===== config.mk =====
export PLATFORM = sky130hd
export DESIGN_NAME = mit_irq_ctrl_flat
export DESIGN_NICKNAME = d
export VERILOG_FILES = /design/src/verilog/mit_pkg.sv /design/src/verilog/mit_core_if.sv /design/src/verilog/mit_irq_ctrl.sv /design/src/verilog/mit_tick_tap.sv /design/src/flat_wrapper.sv
export VERILOG_INCLUDE_DIRS = /design/src /design/src/verilog
export SDC_FILE = /design/constraint.sdc
export NUM_CORES = 1
export LEC_CHECK = 0
export CAP_MARGIN = 20
export CORE_ASPECT_RATIO = 0.75
export CORE_MARGIN = 2
export CORE_UTILIZATION = 63
export CTS_CLUSTER_SIZE = 28
export DETAILED_ROUTE_END_ITERATION = 8
export DONT_BUFFER_PORTS = 1
export PLACE_DENSITY = 0.78
export SETUP_SLACK_MARGIN = 0.4
export SYNTH_ARGS = -nofsm -noshare
export SYNTH_HDL_FRONTEND = slang
export SYNTH_SLANG_ARGS = --single-unit

===== constraint.sdc =====
create_clock -name core_clk -period 3 [get_ports core_clk]
set_input_delay 0.45 -clock core_clk [delete_from_list [all_inputs] [get_ports core_clk]]
set_output_delay 0.45 -clock core_clk [all_outputs]
set_load 0.02 [all_outputs]

===== src/verilog/mit_consts.svh =====
// Purpose: Named offsets, field positions, reset values and counts for the
//          merged interrupt and time-base block and its core sequencer.
// Assumes: Included by bare name wherever a constant is needed.
// Notes:   Definitions only.
`ifndef MIT_CONSTS_SVH
`define MIT_CONSTS_SVH

// Device register indices on the core link
`define MIT_REG_INT_EN     3'h0
`define MIT_REG_FLAGS      3'h1
`define MIT_REG_SRC_STM    3'h2
`define MIT_REG_SRC_PTM    3'h3
`define MIT_REG_SRC_MISC   3'h4
`define MIT_REG_TBC        3'h5

// Enable register fields
`define MIT_EN_GLOBAL      0
`define MIT_EN_MF_LSB      1
`define MIT_EN_TB_LSB      4
`define MIT_EN_W           6

// Flag register fields
`define MIT_FL_MF_LSB      0
`define MIT_FL_TB_LSB      3

// Source register fields: flags in 5:4, enables in 1:0
`define MIT_SRC_FL_LSB     4
`define MIT_SRC_EN_LSB     0
`define MIT_SRC_MASK       8'h33

// Time-base control fields
`define MIT_TBC_ON         7
`define MIT_TBC_CLK        6
`define MIT_TBC_TB1_LSB    4
`define MIT_TBC_TB0_LSB    0
`define MIT_TBC_RESET      8'h37
`define MIT_TBC_MASK       8'hF7

// Time-base divider
`define MIT_DIV_W          15
`define MIT_TB0_BASE       8
`define MIT_TB1_BASE       12
`define MIT_PRE_LAST       2'h3

// Core sequencer: word index = address[3:2]
`define MIT_AV_DEV_ACCESS  2'h0
`define MIT_AV_CORE_CMD    2'h1
`define MIT_AV_STATUS      2'h2
`define MIT_ACC_WRITE      16
`define MIT_ACC_DATA_LSB   8
`define MIT_CMD_RET        0
`define MIT_CMD_RETURN_FROM_INTERRUPT       1
`define MIT_CMD_SLEEP      2
`define MIT_ST_VEC_LSB     8
`define MIT_ST_LVL_LSB     11
`define MIT_ST_SLEEP       14
`define MIT_STACK_DEPTH    3'h4

`endif


===== src/verilog/mit_pkg.sv =====
// Purpose: Shared types of the merged interrupt and time-base block.
// Assumes: Used as mit_pkg::name, never imported.
// Notes:   Vector order is also the fixed service priority, lowest first.
package mit_pkg;
    typedef enum logic [2:0] {
        MIT_VEC_MF0,
        MIT_VEC_MF1,
        MIT_VEC_TB0,
        MIT_VEC_TB1,
        MIT_VEC_MF2
    } mit_vec_t;

    typedef enum logic {
        MIT_RUN,
        MIT_SLEEP
    } mit_run_t;
endpackage


===== src/verilog/mit_core_if.sv =====
// Purpose: Link between the interrupt block and the processor core sequencer.
// Assumes: Both ends on core_clk; no clocking block.
// Notes:   Pulses last one cycle; all signals but stack_full are driven from flip-flops.
`timescale 1ns/100ps
interface mit_core_if;
    logic             reg_wr;
    logic             reg_rd;
    logic [2:0]       reg_idx;
    logic [7:0]       reg_wdata;
    logic [7:0]       reg_rdata;
    logic             irq_req;
    mit_pkg::mit_vec_t irq_vec;
    logic             irq_ack;
    mit_pkg::mit_vec_t ack_vec;
    logic             stack_full;
    logic             ret_plain;
    logic             ret_irq;
    logic             wake;

    modport dev  (input  reg_wr, reg_rd, reg_idx, reg_wdata, irq_ack, ack_vec, stack_full, ret_plain, ret_irq,
                  output reg_rdata, irq_req, irq_vec, wake);
    modport core (output reg_wr, reg_rd, reg_idx, reg_wdata, irq_ack, ack_vec, stack_full, ret_plain, ret_irq,
                  input  reg_rdata, irq_req, irq_vec, wake);
endinterface


===== src/verilog/mit_irq_ctrl.sv =====
// Purpose: Merged interrupts, two time-base generators, wake-up and the
//          global enable handling of a small microcontroller.
// Assumes: Source events are one-cycle pulses from logic on core_clk;
//          dedicated_tick_source is an asynchronous pin.
// Notes:   Registers reach this block only through the core link.
//
// Local design decisions: the address map and register access over Avalon-MM.
`timescale 1ns/100ps
`include "mit_consts.svh"

// Contract
// - Three merged interrupts fed only by sources
// - Merged flag sets when any source flag rises
// - Enabled merged request vectors; clears flag, global
// - Service leaves source flags; software clears them
// - Time-base flag set by divider overflow
// - Time-base vector needs global, own enable, stack
// - Control bit 7 turns both generators on
// - Bit 6 picks dedicated clock or system/4
// - Time-base 1 period 2^12 to 2^15
// - Time-base 0 period 2^8 to 2^15
// - EEPROM done flag; needs global, own, merged2
// - Low supply flag; needs global, own, merged2
// - Each timer gives P and A match flags
// - Any flag rising wakes, enables ignored
// - Software presets flag to block wake
// - Set flag holds until serviced or cleared
// - Service routine saves its own registers
// - Return with enable sets global; plain keeps
// - Avoid calls inside service routines
// - Global enable off blocks vectors, keeps flags
// - Full stack blocks acknowledge until popped
module mit_irq_ctrl (
    input  wire logic  core_clk,
    input  wire logic  rst,
    mit_core_if.dev    link,
    input  wire logic  stm_match_p,
    input  wire logic  stm_match_a,
    input  wire logic  ptm_match_p,
    input  wire logic  ptm_match_a,
    input  wire logic  eeprom_write_done,
    input  wire logic  low_supply_detect,
    input  wire logic  dedicated_tick_source
);
    // Interrupt state
    logic [`MIT_EN_W-1:0] int_en_r, int_en_nxt;
    logic [2:0]           mf_flag_r, mf_flag_nxt;
    logic [1:0]           tb_flag_r, tb_flag_nxt;
    logic [5:0]           src_flag_r, src_flag_nxt;
    logic [5:0]           src_en_r, src_en_nxt;
    logic [7:0]           tbc_r, tbc_nxt;
    logic [7:0]           rdata_r, rdata_nxt;
    logic                 wake_r, wake_nxt;
    logic                 req_r, req_nxt;
    mit_pkg::mit_vec_t    vec_r, vec_nxt;
    logic [4:0]           cand;
    logic [5:0]           src_ev;

    // Time-base state
    logic [`MIT_DIV_W-1:0] div_r, div_nxt;
    logic [1:0]            pre_r, pre_nxt;
    logic                  sync1_r, sync2_r, sync3_r;
    logic                  filt_r, filt_nxt;
    logic                  tick_step;
    logic [1:0]            tb_ovf;

    // Source order: {eeprom, low supply, ptm A, ptm P, stm A, stm P}
    assign src_ev = {eeprom_write_done, low_supply_detect, ptm_match_a, ptm_match_p,
                     stm_match_a, stm_match_p};

    // Time-base stepping: prescaler, pin filter and divider
    always_comb begin
        pre_nxt  = pre_r + 2'h1;
        filt_nxt = (sync2_r == sync3_r) ? sync3_r : filt_r;
        if (tbc_r[`MIT_TBC_CLK]) begin
            tick_step = tbc_r[`MIT_TBC_ON] & (pre_r == `MIT_PRE_LAST);
        end else begin
            tick_step = tbc_r[`MIT_TBC_ON] & filt_nxt & ~filt_r;
        end
        if (!tbc_r[`MIT_TBC_ON]) begin
            div_nxt = '0;
        end else if (tick_step) begin
            div_nxt = div_r + `MIT_DIV_W'(1);
        end else begin
            div_nxt = div_r;
        end
    end

    always_ff @(posedge core_clk) begin
        if (rst) begin
            pre_r   <= 2'h0;
            div_r   <= '0;
            sync1_r <= 1'b0;
            sync2_r <= 1'b0;
            sync3_r <= 1'b0;
            filt_r  <= 1'b0;
        end else begin
            pre_r   <= pre_nxt;
            div_r   <= div_nxt;
            sync1_r <= dedicated_tick_source;
            sync2_r <= sync1_r;
            sync3_r <= sync2_r;
            filt_r  <= filt_nxt;
        end
    end

    // One shared divider keeps both generators in phase
    mit_tick_tap #(.BASE(`MIT_TB0_BASE), .SEL_W(3)) u_tap0 (
        .tick_step (tick_step),
        .count     (div_r),
        .sel       (tbc_r[`MIT_TBC_TB0_LSB +: 3]),
        .overflow  (tb_ovf[0])
    );

    mit_tick_tap #(.BASE(`MIT_TB1_BASE), .SEL_W(2)) u_tap1 (
        .tick_step (tick_step),
        .count     (div_r),
        .sel       (tbc_r[`MIT_TBC_TB1_LSB +: 2]),
        .overflow  (tb_ovf[1])
    );

    // Flags and enables: software first, then service, then hardware sets
    always_comb begin
        int_en_nxt   = int_en_r;
        mf_flag_nxt  = mf_flag_r;
        tb_flag_nxt  = tb_flag_r;
        src_flag_nxt = src_flag_r;
        src_en_nxt   = src_en_r;
        tbc_nxt      = tbc_r;
        rdata_nxt    = rdata_r;
        if (link.reg_wr) begin
            case (link.reg_idx)
                `MIT_REG_INT_EN: int_en_nxt = link.reg_wdata[`MIT_EN_W-1:0];
                `MIT_REG_FLAGS: begin
                    mf_flag_nxt = link.reg_wdata[`MIT_FL_MF_LSB +: 3];
                    tb_flag_nxt = link.reg_wdata[`MIT_FL_TB_LSB +: 2];
                end
                `MIT_REG_SRC_STM: begin
                    src_flag_nxt[1:0] = link.reg_wdata[`MIT_SRC_FL_LSB +: 2];
                    src_en_nxt[1:0]   = link.reg_wdata[`MIT_SRC_EN_LSB +: 2];
                end
                `MIT_REG_SRC_PTM: begin
                    src_flag_nxt[3:2] = link.reg_wdata[`MIT_SRC_FL_LSB +: 2];
                    src_en_nxt[3:2]   = link.reg_wdata[`MIT_SRC_EN_LSB +: 2];
                end
                `MIT_REG_SRC_MISC: begin
                    src_flag_nxt[5:4] = link.reg_wdata[`MIT_SRC_FL_LSB +: 2];
                    src_en_nxt[5:4]   = link.reg_wdata[`MIT_SRC_EN_LSB +: 2];
                end
                `MIT_REG_TBC: tbc_nxt = link.reg_wdata & `MIT_TBC_MASK;
                default: ;
            endcase
        end
        // Service clears the vectored flag and the global enable, never the sources
        if (link.irq_ack) begin
            int_en_nxt[`MIT_EN_GLOBAL] = 1'b0;
            case (link.ack_vec)
                mit_pkg::MIT_VEC_MF0: mf_flag_nxt[0] = 1'b0;
                mit_pkg::MIT_VEC_MF1: mf_flag_nxt[1] = 1'b0;
                mit_pkg::MIT_VEC_MF2: mf_flag_nxt[2] = 1'b0;
                mit_pkg::MIT_VEC_TB0: tb_flag_nxt[0] = 1'b0;
                mit_pkg::MIT_VEC_TB1: tb_flag_nxt[1] = 1'b0;
                default: ;
            endcase
        end
        if (link.ret_irq) begin
            int_en_nxt[`MIT_EN_GLOBAL] = 1'b1;
        end
        // Hardware sets last so an event in a clearing cycle survives
        src_flag_nxt = src_flag_nxt | src_ev;
        tb_flag_nxt  = tb_flag_nxt | tb_ovf;
        for (int g = 0; g < 3; g++) begin
            if (|(src_flag_nxt[2*g +: 2] & ~src_flag_r[2*g +: 2])) begin
                mf_flag_nxt[g] = 1'b1;
            end
        end
        // Read data is captured as the read is taken
        if (link.reg_rd) begin
            case (link.reg_idx)
                `MIT_REG_INT_EN: rdata_nxt = {2'h0, int_en_r};
                `MIT_REG_FLAGS: rdata_nxt = {3'h0, tb_flag_r, mf_flag_r};
                `MIT_REG_SRC_STM: rdata_nxt = {2'h0, src_flag_r[1:0], 2'h0, src_en_r[1:0]};
                `MIT_REG_SRC_PTM: rdata_nxt = {2'h0, src_flag_r[3:2], 2'h0, src_en_r[3:2]};
                `MIT_REG_SRC_MISC: rdata_nxt = {2'h0, src_flag_r[5:4], 2'h0, src_en_r[5:4]};
                `MIT_REG_TBC: rdata_nxt = tbc_r;
                default: rdata_nxt = 8'h00;
            endcase
        end
    end

    // Wake on any rising flag, whatever the enables say
    always_comb begin
        wake_nxt = |(src_flag_nxt & ~src_flag_r) | |(mf_flag_nxt & ~mf_flag_r)
                 | |(tb_flag_nxt & ~tb_flag_r);
    end

    // Candidates per vector, then the lowest index wins
    always_comb begin
        cand[mit_pkg::MIT_VEC_MF0] = mf_flag_nxt[0] & int_en_nxt[`MIT_EN_MF_LSB]
                                   & |(src_flag_nxt[1:0] & src_en_nxt[1:0]);
        cand[mit_pkg::MIT_VEC_MF1] = mf_flag_nxt[1] & int_en_nxt[`MIT_EN_MF_LSB + 1]
                                   & |(src_flag_nxt[3:2] & src_en_nxt[3:2]);
        cand[mit_pkg::MIT_VEC_TB0] = tb_flag_nxt[0] & int_en_nxt[`MIT_EN_TB_LSB];
        cand[mit_pkg::MIT_VEC_TB1] = tb_flag_nxt[1] & int_en_nxt[`MIT_EN_TB_LSB + 1];
        cand[mit_pkg::MIT_VEC_MF2] = mf_flag_nxt[2] & int_en_nxt[`MIT_EN_MF_LSB + 2]
                                   & |(src_flag_nxt[5:4] & src_en_nxt[5:4]);
        req_nxt = int_en_nxt[`MIT_EN_GLOBAL] & ~link.stack_full & (|cand);
        vec_nxt = mit_pkg::MIT_VEC_MF0;
        for (int v = 4; v >= 0; v--) begin
            if (cand[v]) begin
                vec_nxt = mit_pkg::mit_vec_t'(v[2:0]);
            end
        end
    end

    // Register every piece of interrupt state
    always_ff @(posedge core_clk) begin
        if (rst) begin
            int_en_r   <= '0;
            mf_flag_r  <= 3'h0;
            tb_flag_r  <= 2'h0;
            src_flag_r <= 6'h00;
            src_en_r   <= 6'h00;
            tbc_r      <= `MIT_TBC_RESET;
            rdata_r    <= 8'h00;
            wake_r     <= 1'b0;
            req_r      <= 1'b0;
            vec_r      <= mit_pkg::MIT_VEC_MF0;
        end else begin
            int_en_r   <= int_en_nxt;
            mf_flag_r  <= mf_flag_nxt;
            tb_flag_r  <= tb_flag_nxt;
            src_flag_r <= src_flag_nxt;
            src_en_r   <= src_en_nxt;
            tbc_r      <= tbc_nxt;
            rdata_r    <= rdata_nxt;
            wake_r     <= wake_nxt;
            req_r      <= req_nxt;
            vec_r      <= vec_nxt;
        end
    end

    assign link.reg_rdata = rdata_r;
    assign link.irq_req   = req_r;
    assign link.irq_vec   = vec_r;
    assign link.wake      = wake_r;
endmodule // mit_irq_ctrl


===== src/verilog/mit_tick_tap.sv =====
// Purpose: Overflow tap of the shared time-base divider for one generator.
// Assumes: count advances once per tick_step.
// Notes:   Period is 2^(BASE+sel) ticks; the tap fires as the low bits wrap.
`timescale 1ns/100ps
`include "mit_consts.svh"
module mit_tick_tap #(
    parameter int BASE  = 8,
    parameter int SEL_W = 3
) (
    input  wire logic                    tick_step,
    input  wire logic [`MIT_DIV_W-1:0]   count,
    input  wire logic [SEL_W-1:0]        sel,
    output logic                         overflow
);
    logic [`MIT_DIV_W:0] span;

    // Mask of the low bits that must all be one before the wrap
    always_comb begin
        span     = (16'h0001 << (BASE + int'(sel))) - 16'h0001;
        overflow = tick_step & (&(count | ~span[`MIT_DIV_W-1:0]));
    end
endmodule // mit_tick_tap


===== src/flat_wrapper.sv =====
// flat-port wrapper written by rule: the top's interface ports become plain ports
module mit_irq_ctrl_flat 
  (core_clk, rst, stm_match_p, stm_match_a, ptm_match_p, ptm_match_a, eeprom_write_done, low_supply_detect, dedicated_tick_source, link_reg_wr, link_reg_rd, link_reg_idx, link_reg_wdata, link_irq_ack, link_ack_vec, link_stack_full, link_ret_plain, link_ret_irq, link_reg_rdata, link_irq_req, link_irq_vec, link_wake);
  mit_core_if link_i ();
  input  wire logic core_clk;
  input  wire logic rst;
  input  wire logic stm_match_p;
  input  wire logic stm_match_a;
  input  wire logic ptm_match_p;
  input  wire logic ptm_match_a;
  input  wire logic eeprom_write_done;
  input  wire logic low_supply_detect;
  input  wire logic dedicated_tick_source;
  input wire logic [$bits(link_i.reg_wr)-1:0] link_reg_wr;
  input wire logic [$bits(link_i.reg_rd)-1:0] link_reg_rd;
  input wire logic [$bits(link_i.reg_idx)-1:0] link_reg_idx;
  input wire logic [$bits(link_i.reg_wdata)-1:0] link_reg_wdata;
  input wire logic [$bits(link_i.irq_ack)-1:0] link_irq_ack;
  input wire logic [$bits(link_i.ack_vec)-1:0] link_ack_vec;
  input wire logic [$bits(link_i.stack_full)-1:0] link_stack_full;
  input wire logic [$bits(link_i.ret_plain)-1:0] link_ret_plain;
  input wire logic [$bits(link_i.ret_irq)-1:0] link_ret_irq;
  output wire logic [$bits(link_i.reg_rdata)-1:0] link_reg_rdata;
  output wire logic [$bits(link_i.irq_req)-1:0] link_irq_req;
  output wire logic [$bits(link_i.irq_vec)-1:0] link_irq_vec;
  output wire logic [$bits(link_i.wake)-1:0] link_wake;
  assign link_i.reg_wr = link_reg_wr;
  assign link_i.reg_rd = link_reg_rd;
  assign link_i.reg_idx = link_reg_idx;
  assign link_i.reg_wdata = link_reg_wdata;
  assign link_i.irq_ack = link_irq_ack;
  assign link_i.ack_vec = link_ack_vec;
  assign link_i.stack_full = link_stack_full;
  assign link_i.ret_plain = link_ret_plain;
  assign link_i.ret_irq = link_ret_irq;
  assign link_reg_rdata = link_i.reg_rdata;
  assign link_irq_req = link_i.irq_req;
  assign link_irq_vec = link_i.irq_vec;
  assign link_wake = link_i.wake;
  mit_irq_ctrl u_core (.core_clk(core_clk), .rst(rst), .link(link_i), .stm_match_p(stm_match_p), .stm_match_a(stm_match_a), .ptm_match_p(ptm_match_p), .ptm_match_a(ptm_match_a), .eeprom_write_done(eeprom_write_done), .low_supply_detect(low_supply_detect), .dedicated_tick_source(dedicated_tick_source));
endmodule

# Word level (Yosys, flattened, before mapping)
# Index checks and enable logic that the tools add are counted.
# word_totals
register_bits	64
latchBits	0
mem_bits_rw	0
romBits	0
word_cells	130
mem_count	0
# classes
addsub	6
n_mul	0
div_mod_pow	0
n_lt_le_gt_ge	0
eq_ne	11
shifts	2
mux	33
bitwise_logic	41
reduce_logical	19
# ops
op	count
$pmux 8 s6	1
$not 15->15	2
$or 15x15->15	2
$reduce_and 15->1	2
$shl 1x5->15 const A	2
$sub 15x1->15 const B	2
$mux 6	4
$mux 2	11
$reduce_or 2->1	9
$add 15x1->15 const B	1
$and 1x1->1	15
$and 2x2->2	7
$mux 1	13
$eq 3x2->1 const B	4
$mux 3	4
$reduce_or 5->1	2
$eq 3x3->1 const B	3
$not 2->2	4
$and 6x6->6	1
$eq 3x1->1 const B	2
$logic_not 3->1	2
$not 6->6	1
$or 6x6->6	1
$reduce_or 3->1	2
12 further kinds	15

# Depth between registers and ports, before layout
# Gate-level depths: netlist of the first run.
# logic_depth
word_depth	13
mapped_depth	10

# Cells and area by module
# A second synthesis of the first run with hierarchy kept.
# unflattened
hier_cells	382
area_unflattened_um2	3345.7
# by_module_without_submodules
mod	n_inst	cells_each	area_per_inst_um2	seq_area_each_um2
mit_irq_ctrl	1	345	3094.2	1281.2
mit_tick_tap (u_core.u_tap0)	1	28	193.9	0.0
mit_tick_tap (u_core.u_tap1)	1	9	57.6	0.0

# Worst setup path before layout of the first run
# Ideal clock, no wire load.
# synth_timing
path_type	input to register
from	in link_reg_idx[2]
to	reg u_core.vec_r[2] (netlist: u_core.link.irq_vec[2])
arrival_time_ns	2.301
required_ns	2.927
setup_slack_ns	0.626
stages	8
n_path_buf	2
path_cell_list	buf_2 > nor4bb_1 > buf_6 > mux2_4 > a211o_1 > and4b_1 > or3_1 > nor3_2
# synth_via
elab_chain_cells	10
# synth_rtl
item	line	source
start: declaration	flat_wrapper.sv:16	input wire logic [$bits(link_i.reg_idx)-1:0] link_reg_idx;
$eq 3x2->1 or $eq 3x3->1 (tied branches)	mit_irq_ctrl.sv:132	case (link.reg_idx)
$mux 2	mit_irq_ctrl.sv:132	
$mux 6	mit_irq_ctrl.sv:131	if (link.reg_wr) begin
$or 6x6->6	mit_irq_ctrl.sv:170	src_flag_nxt = src_flag_nxt | src_ev;
$and 2x2->2	mit_irq_ctrl.sv:173	if (|(src_flag_nxt[2*g +: 2] & ~src_flag_r[2*g +: 2])) begin
$reduce_or 2->1	mit_irq_ctrl.sv:173	
$mux 1	mit_irq_ctrl.sv:173	
$and 1x1->1 (on tied branches) (2 in series)	mit_irq_ctrl.sv:199, mit_irq_ctrl.sv:201, mit_irq_ctrl.sv:205	
$reduce_or 5->1 (no line) or $mux 3 (tied branches)	n/a	
end signal: assignment	mit_irq_ctrl.sv:228	vec_r <= mit_pkg::MIT_VEC_MF0;
end signal: assignment	mit_irq_ctrl.sv:239	vec_r <= vec_nxt;
end: declaration	mit_irq_ctrl.sv:55	mit_pkg::mit_vec_t vec_r, vec_nxt;
# Several ways; a longest one is shown, not always the timed one.
# A chain may end at the register's enable or synchronous reset.

# Worst setup path after layout of the first run
# layout_timing
from	reg u_core.tbc_r[1]
to	reg u_core.req_r (netlist: u_core.link.irq_req)
# layout_via
elab_chain_cells	11
# layout_rtl
item	line	source
start: declaration	mit_irq_ctrl.sv:51	logic [7:0] tbc_r, tbc_nxt;
start signal: assignment	mit_irq_ctrl.sv:224	tbc_r <= `MIT_TBC_RESET;
start signal: assignment	mit_irq_ctrl.sv:235	tbc_r <= tbc_nxt;
$add 4x3->5	mit_tick_tap.sv:19	span = (16'h0001 << (BASE + int'(sel))) - 16'h0001;
$shl 1x5->15	mit_tick_tap.sv:19	
$sub 15x1->15	mit_tick_tap.sv:19	
$not 15->15	mit_tick_tap.sv:20	overflow = tick_step & (&(count | ~span[`MIT_DIV_W-1:0]));
$or 15x15->15	mit_tick_tap.sv:20	
$reduce_and 15->1	mit_tick_tap.sv:20	
$and 1x1->1	mit_tick_tap.sv:20	
$or 2x2->2	mit_irq_ctrl.sv:171	tb_flag_nxt = tb_flag_nxt | tb_ovf;
$and 1x1->1	mit_irq_ctrl.sv:203	cand[mit_pkg::MIT_VEC_TB0] = tb_flag_nxt[0] & int_en_nxt[`MIT_EN_TB_LSB];
$reduce_or 5->1	mit_irq_ctrl.sv:207	req_nxt = int_en_nxt[`MIT_EN_GLOBAL] & ~link.stack_full & (|cand);
$and 1x1->1	mit_irq_ctrl.sv:207	
end signal: assignment	mit_irq_ctrl.sv:238	req_r <= req_nxt;
end: declaration	mit_irq_ctrl.sv:54	logic req_r, req_nxt;
# Every way passes these cells.

==> results.ini, run 1 <==
[worst_setup_path]
cp.arrival_ps=2530
cp_cell_sequence=or3_1 > ha_1 > xor2_1 > a22oi_1 > a31oi_1 > o22ai_1 > o21a_1
cp-end-kind=register
worstSetupPathType=reg2reg
crit_fanout=10
crit_path_max_incr_delay_ps=430
critPathLaunchType=register
cp-startpoint=u_core.tbc_r[1]
cpMaxStageDelayCell=or3_1
cp.required_ps=3240
reg2reg_from=u_core.tbc_r[1]

[global_route]
grt_use_total=0.2883
grt_pass1_vias=2587
grt_pass1_wl_mm=12.56
antenna_found_initial=0
grt_overflow=0
grt_start_max_net_pins=50

[synthesis]
synth_area_leaders=dfxtp_1 (40%), mux2i_1 (6.2%), nor2_1 (6.2%), nand2_1 (4.4%), a21oi_1 (3.7%)
ys_types=56
synth_edf_count=0
synthFlopType=dfxtp_1
synthCells=386
ys_warn_count=0
syn_area_um2=3223
ys_ff_latch=64
async_flop_share=0
ys_seq_area_frac=0.3975
synthesis.nets=418
yosys.area.top_type=dfxtp_1
synth.top_cell.area_share=0.3975
syn_area_per_cell_um2=8.350

[power]
vdd_drop_max_mv=0.3389
powerDensity_nw_per_um2=540.1
power_leakage_nw=1.313

[floorplanning]
core-area_um2=4900
die_y_um=65.95
std_cell_rows=22
ios=42
initial_core_util=0.6578
die_w_um=86.59
die_area_um2=5710

[route]
viasPerCell=6.097
ant_nets=0
first_iter_violations=169
wire_per_inst_um=16.48
drc=0
drt_wl_total_mm=7.319
vias=2707
firstDrtPassIters=5

[timing]
fmax_mhz=437.3
setup_ws_ps=713.1
final_max_slew_viol_count=0
setup_viol=0
min_period_ps=2287
rsz0062_at_grt=no
fin_crit_sh=0.7623
final_hold_viol_count=0
setup_tns_ps=0
fin_worst_skew_ps=8.540
relSlewSlack=0.6082
worst_pin_slew_ps=587.7

[hold_path]
hold_path.class=in2reg
hp-start=rst

[clocking]
cts.path.max_buffers=2
worstSkewPairLatency_ps=350
post-cts-setup-buffer-count=0
h-tree-depth=3
clk_pin_slew_worst_paths_ps=70
ctsHoldBuffers=0
cts_tree=yes
numCtsBuffers=9
cts.sink_count=64
clockRootBuffer=clkbuf_8
cts_resized=0

[run]
cap_violations=0

[place]
place_inst=428
dp_slack_ps=694.8
portBuffers=0
place_congestion=0.9642
post-dp-hpwl_mm=5.260

[finish]
syn_to_final_growth_pct=7.337
num_antenna_cells=0
fill_cells=411
nets=411
final_common_cell=dfxtp_1
layout.cells.non_filler=444
final_cell_mix=dfxtp_1 (64), nor2_1 (53), nand2_1 (38), a21oi_1 (24), mux2i_1 (20)
drive_gt1_frac=0.08333

[run_status]
status=finished, final reports clean

==> final cells by class <==
class / instances / area [um2] / area share
Tap cell: 60 / 75.07 / 0.02170
Clock buffer: 10 / 137.6 / 0.03978
Multi-Input combinational cell: 285 / 1790 / 0.5175
Timing Repair Buffer: 3 / 22.52 / 0.006510
Inverter: 16 / 60.06 / 0.01736
Clock inverter: 6 / 92.59 / 0.02676
Sequential cell: 64 / 1281 / 0.3703
==> critical path: cells and delay by family, from the launching register on <==
kind / cells / cell delay [ps]
AOI/OAI and AO/OA: 4 / 890
and+or+nand+nor: 1 / 430
DFF: 1 / 420
adders and majority gates: 1 / 250
xor gates and xnor gates: 1 / 190
==> state kept, by name (all words and copies together), names as in the netlist, 2 cells and up <==
signal                 flops
u_core.mf_flag_r           3
u_core.div_r              15
u_core.src_en_r            6
u_core.pre_r               2
u_core.link.irq_vec        3
u_core.tbc_r               7
u_core.tb_flag_r           2
u_core.int_en_r            6
u_core.link.reg_rdata      8
u_core.src_flag_r          6
==> metrics by stage <==
step                hold slack [ps]  total power, W  instance area, um2  utilization
CTS                           145.6        0.001891                3460       0.7061
floorplan                     399.2        0.001042                3223            -
finish                        167.6        0.001868                3460       0.7061
global route                  141.1        0.001944                3460       0.7061
detailed placement            412.2        0.001047                3229       0.6591
global placement              403.9        0.001042                3229       0.6591
==> power breakdown <==
| part | internal (W) | leakage (nW) | switching, W |
|---|---|---|---|
| Combinational | 0.0000649 | 0.682 | 0.0000582 |
| Sequential | 0.000877 | 0.522 | 0.0000304 |
| Clock | 0.000493 | 0.109 | 0.000346 |
==> final timing paths <==
kind | to | slack, ps | depth (start not counted)
setup / recovery | u_core.link.irq_req | 710 | 7
hold / removal | u_core.filt_r | 170 | 1
setup reg to reg | u_core.link.irq_req | 710 | 7
hold reg to reg | u_core.pre_r[0] | 420 | 1
==> metal layers <==
layer | wire length, um | share of wire | vias to the layer above | track usage
li1 | - | - | 1337 | -
met1 | 3502 | 0.48 | 1242 | 0.4064
met2 | 2986 | 0.41 | 118 | 0.4029
met3 | 737 | 0.10 | 10 | 0.1074
met4 | 92 | 0.013 | 0 | 0.09766
met5 | 0 | 0 | - | 0
==> Yosys cell counts, types with 4 or more instances <==
cell type / count
mux2_2: 4
o22ai_1: 4
a22oi_1: 5
inv_1: 16
buf_2: 4
dfxtp_1: 64
nand2_1: 38
nor2_1: 53
o21ai_0: 17
mux2i_1: 20
nand2b_1: 8
nand3b_1: 8
a21oi_1: 24
nor2b_1: 13
nor3_1: 4
a211oi_1: 8
clkbuf_1: 13
xor2_1: 10
xnor2_1: 5
nand3_1: 14
==> cell families (layout without fill, tap and decap cells) <==
logic type | Yosys count | after routing | synth area share
muxes | 26 | 26 | 0.08773
DFF | 64 | 64 | 0.3975
buffers and inverters | 37 | 35 | 0.04697
AOI/OAI and AO/OA | 77 | 77 | 0.1514
xor gates and xnor gates | 15 | 15 | 0.04076
adders and majority gates | 3 | 3 | 0.01165
and+or+nand+nor | 164 | 164 | 0.2640
(Power assumes the default switching activity.)
==> run 2: changes to the inputs <==
--- a/config.mk
+++ b/config.mk
@@ -6,6 +6,7 @@
 export SDC_FILE = /design/constraint.sdc
 export NUM_CORES = 1
 export LEC_CHECK = 0
+export ABC_AREA = 1
 export CAP_MARGIN = 20
 export CORE_ASPECT_RATIO = 0.75
 export CORE_MARGIN = 2
==> constraint.sdc (replaced) <==
create_clock -name core_clk -period 2.2 [get_ports core_clk]
set_input_delay 0.33 -clock core_clk [delete_from_list [all_inputs] [get_ports core_clk]]
set_output_delay 0.33 -clock core_clk [all_outputs]
set_load 0.02 [all_outputs]
==> run 2 against run 1 <==
Sequential power rose by 36%. Flip-flop and latch count did not move. Largest cell class unchanged. Total power rose by 36%. Critical endpoint unchanged. Hold slack got worse by 120 ps. First-iteration DRC count rose by 140%. Largest power group unchanged.
==> results.ini, run 2 <==
[worst_setup_path]
worstReg2RegEnd=u_core.link.irq_req
r2r_setup_slack_ps=430  ; -280 ps
crit_path_frequent_cell=nand2_2
cpMaxStageDelayCell=dfxtp_4
cp.required_ps=2480  ; -760 ps
reg2reg_depth=13  ; +6
critPathLaunchType=register
cp-end-kind=register
crit_fanout=4  ; -6
worstSetupPathType=reg2reg
cp_num_buf_inv=0  ; unchanged
crit_path_max_incr_delay_ps=370  ; -60 ps
critPathTopFamily=simple AND/OR/NAND/NOR gates
cp.arrival_ps=2050  ; -480 ps
cp_cell_sequence=nor2_4 > nand2_2 > ha_4 > nor2_2 > nor2_1 > nand3_1 > a21oi_1 > nand3_1 > nand2_2 > nand2_2 > nand2_2 > nor2_1 > nor2_1
reg2reg_from=u_core.tbc_r[1]
cp-startpoint=u_core.tbc_r[1]

[power]
vdd_drop_max_mv=0.5154  ; +52%
clkPwrFrac=0.426  ; -0.023
power_leakage_nw=1.611  ; +23%
p_comb_frac=0.088  ; +0.022
seqPwrFrac=0.486  ; about the same
power.switching_w=0.0006258  ; +44%
p_sw_frac=0.2471  ; +0.01468
intPower_w=0.001907  ; +33%
powerDensity_nw_per_um2=696.1  ; +29%

[floorplanning]
initial_core_util=0.6607  ; +0.002927
core-area_um2=4927  ; +0.56%
ios=42  ; unchanged
die_area_um2=5765  ; +0.95%
std_cell_rows=22  ; unchanged
die_y_um=66.26  ; +0.47%
die_w_um=87.01  ; +0.48%

[synthesis]
async_flop_share=0  ; unchanged
synth_area_leaders=dfxtp_1 (39%), nand2_1 (12%), inv_1 (9.0%), nor2_1 (5.1%), a21oi_1 (4.8%)
synth_commonest_cells=nand2_1 (103), inv_1 (78), dfxtp_1 (64)
synthFlopType=dfxtp_1
syn_area_per_cell_um2=6.912  ; -17%
ys_warn_count=0  ; unchanged
synthesis.nets=503  ; +20%
ys_types=37  ; -34%
yosys.area.top_type=dfxtp_1
synthCells=471  ; +22%
ys_ff_latch=64  ; unchanged
synth.top_cell.area_share=0.3935  ; -0.003972
post-synth-top-count-cell=nand2_1
ys_seq_area_frac=0.3935  ; -0.003972
synth_edf_count=0  ; unchanged
syn_area_um2=3256  ; +1.0%

[route]
ant_nets=0  ; unchanged
firstDrtPassIters=5  ; unchanged
drc=0  ; unchanged
viasPerCell=5.738  ; -5.9%
wire_per_inst_um=15.42  ; -6.4%
vias=3127  ; +16%
drt_wl_total_mm=8.406  ; +15%
first_iter_violations=407  ; +140%

[clocking]
clockRootBuffer=clkbuf_8
cts.sink_count=64  ; unchanged
h-tree-depth=3  ; unchanged
cts.path.max_buffers=2  ; unchanged
cts_tree=yes
clk_pin_slew_worst_paths_ps=70  ; about the same
numCtsBuffers=9  ; unchanged
worstSkewPairLatency_ps=340  ; about the same

[place]
post-dp-hpwl_mm=5.947  ; +13%
dp_slack_ps=263.0  ; -431.8 ps
place_congestion=0.9549  ; -0.96%
portBuffers=0  ; unchanged

[finish]
syn_to_final_growth_pct=11.76
nets=513  ; +25%
num_antenna_cells=0  ; unchanged
final_cell_mix=nand2_1 (99), inv_1 (76), dfxtp_1 (61), nor2_1 (39), a21oi_1 (31)
drive_gt1_frac=0.1546  ; +0.07131
top_register=u_core.div_r
final_common_cell=nand2_1
largest_register_ffs=15  ; unchanged

[timing]
relSlewSlack=0.6029  ; -0.005374
min_period_ps=1769  ; -517.5 ps
worst_pin_slew_ps=592.1  ; +4.400 ps
fmax_mhz=565.2  ; +29%
rsz0062_at_grt=yes
setup_viol=0  ; unchanged
setup_ws_ps=430.6  ; -282.5 ps
final_max_slew_viol_count=0  ; unchanged
setup_tns_ps=0  ; unchanged
final_hold_viol_count=0  ; unchanged
fin_crit_sh=0.8043  ; +0.04197
fin_worst_skew_ps=10.24  ; +1.701 ps

[global_route]
grt_use_total=0.3032  ; +0.01489
grt_pass1_vias=2678  ; +3.5%
grt_start_max_net_pins=31  ; -38%
grt_pass1_wl_mm=12.94  ; +3.0%
grt_overflow=0  ; unchanged
antenna_found_initial=0  ; unchanged

[hold_path]
whs_path_depth=1  ; unchanged
hp-start=rst
hold_end=u_core.sync1_r
hold_path.class=in2reg

[run]
cap_violations=0  ; unchanged

[run_status]
status=finished, final reports clean

## run 2: cell types whose count changed after synthesis, moves of 8 or more
cell,delta
nand2b_1,-8
nor2_1,-9
nand2_1,+65
nand4_1,+11
nand3_2,+9
mux2i_1,-20
nor2b_1,-13
o21ai_0,+8
inv_1,+62
xor2_1,-8
clkbuf_1,-8
nand2_2,+11
nand3_1,+16
## run 2: logic make-up (layout without fill, tap and decap cells)
kind of cell | Yosys count | count (layout) | share of synthesized area
adder cells (fa/ha/maj) | 3 | 3 | 0.01153
buffers and inverters | 91 | 105 | 0.1080
XOR/XNOR | 2 | 2 | 0.005381
flip-flops | 64 | 64 | 0.3935
AND/OR/NAND/NOR | 231 | 231 | 0.3394
AO/OA/AOI/OAI | 80 | 80 | 0.1422
## run 2: worst max-delay path by stage
| stage | slack, ps | depth (start not counted) | to |
|---|---|---|---|
| 4_1_cts | 420 | 13 | u_core.link.irq_req |
| 6_report | 430 | 13 | u_core.link.irq_req |
| 5_1_grt | 330 | 13 | u_core.link.irq_req |
| 2_1_floorplan | 470 | 14 | u_core.link.irq_req |
| 3_3_place_gp | 310 | 14 | u_core.link.wake |
| 3_5_place_dp | 260 | 14 | u_core.link.wake |
## run 2: area by class of cell
cell class | instances | area, um2
multi-input cells | 316 | 1698
flip-flops and latches | 64 | 1292
fillers | 394 | 1289
inverters | 82 | 310.3
clock buffers | 12 | 135.1
well taps | 60 | 75.07
clock inverters | 3 | 67.56
repair buffers | 8 | 60.06
## run 2: stage by stage
step	instances	total power [W]	area [um2]	utilization	hold WS, ps
2_1_floorplan	471	0.001433	3256	-	388.3
3_3_place_gp	524	0.001460	3302	0.6701	393.9
3_5_place_dp	524	0.001464	3302	0.6701	404.8
4_1_cts	541	0.002528	3542	0.7189	37.59
5_1_grt	545	0.002627	3638	0.7384	29.20
6_report	545	0.002533	3638	0.7384	46.41
## run 2: repair_timing
item                                    4_1_cts  5_1_grt
hold buffers                                  0        0
resized for setup                             9       19
pin swaps                                     2       11
setup buffers                                 2        4
endpoints found under the setup margin        5        8
## run 2: power groups by stage
stage               Clock, W  Combinational, W  Sequential (W)
floorplan                  0          0.000181         0.00125
global placement           0          0.000201         0.00126
detailed placement         0          0.000205         0.00126
CTS                  0.00108          0.000213         0.00123
global route         0.00114          0.000249         0.00123
finish               0.00108          0.000223         0.00123
## run 2: layer usage
metal / global-route usage / wire, um
met1: 0.4403 / 3798
met2: 0.4351 / 3651
met3: 0.08989 / 885
met4: 0.08008 / 70
met5: 0 / 0
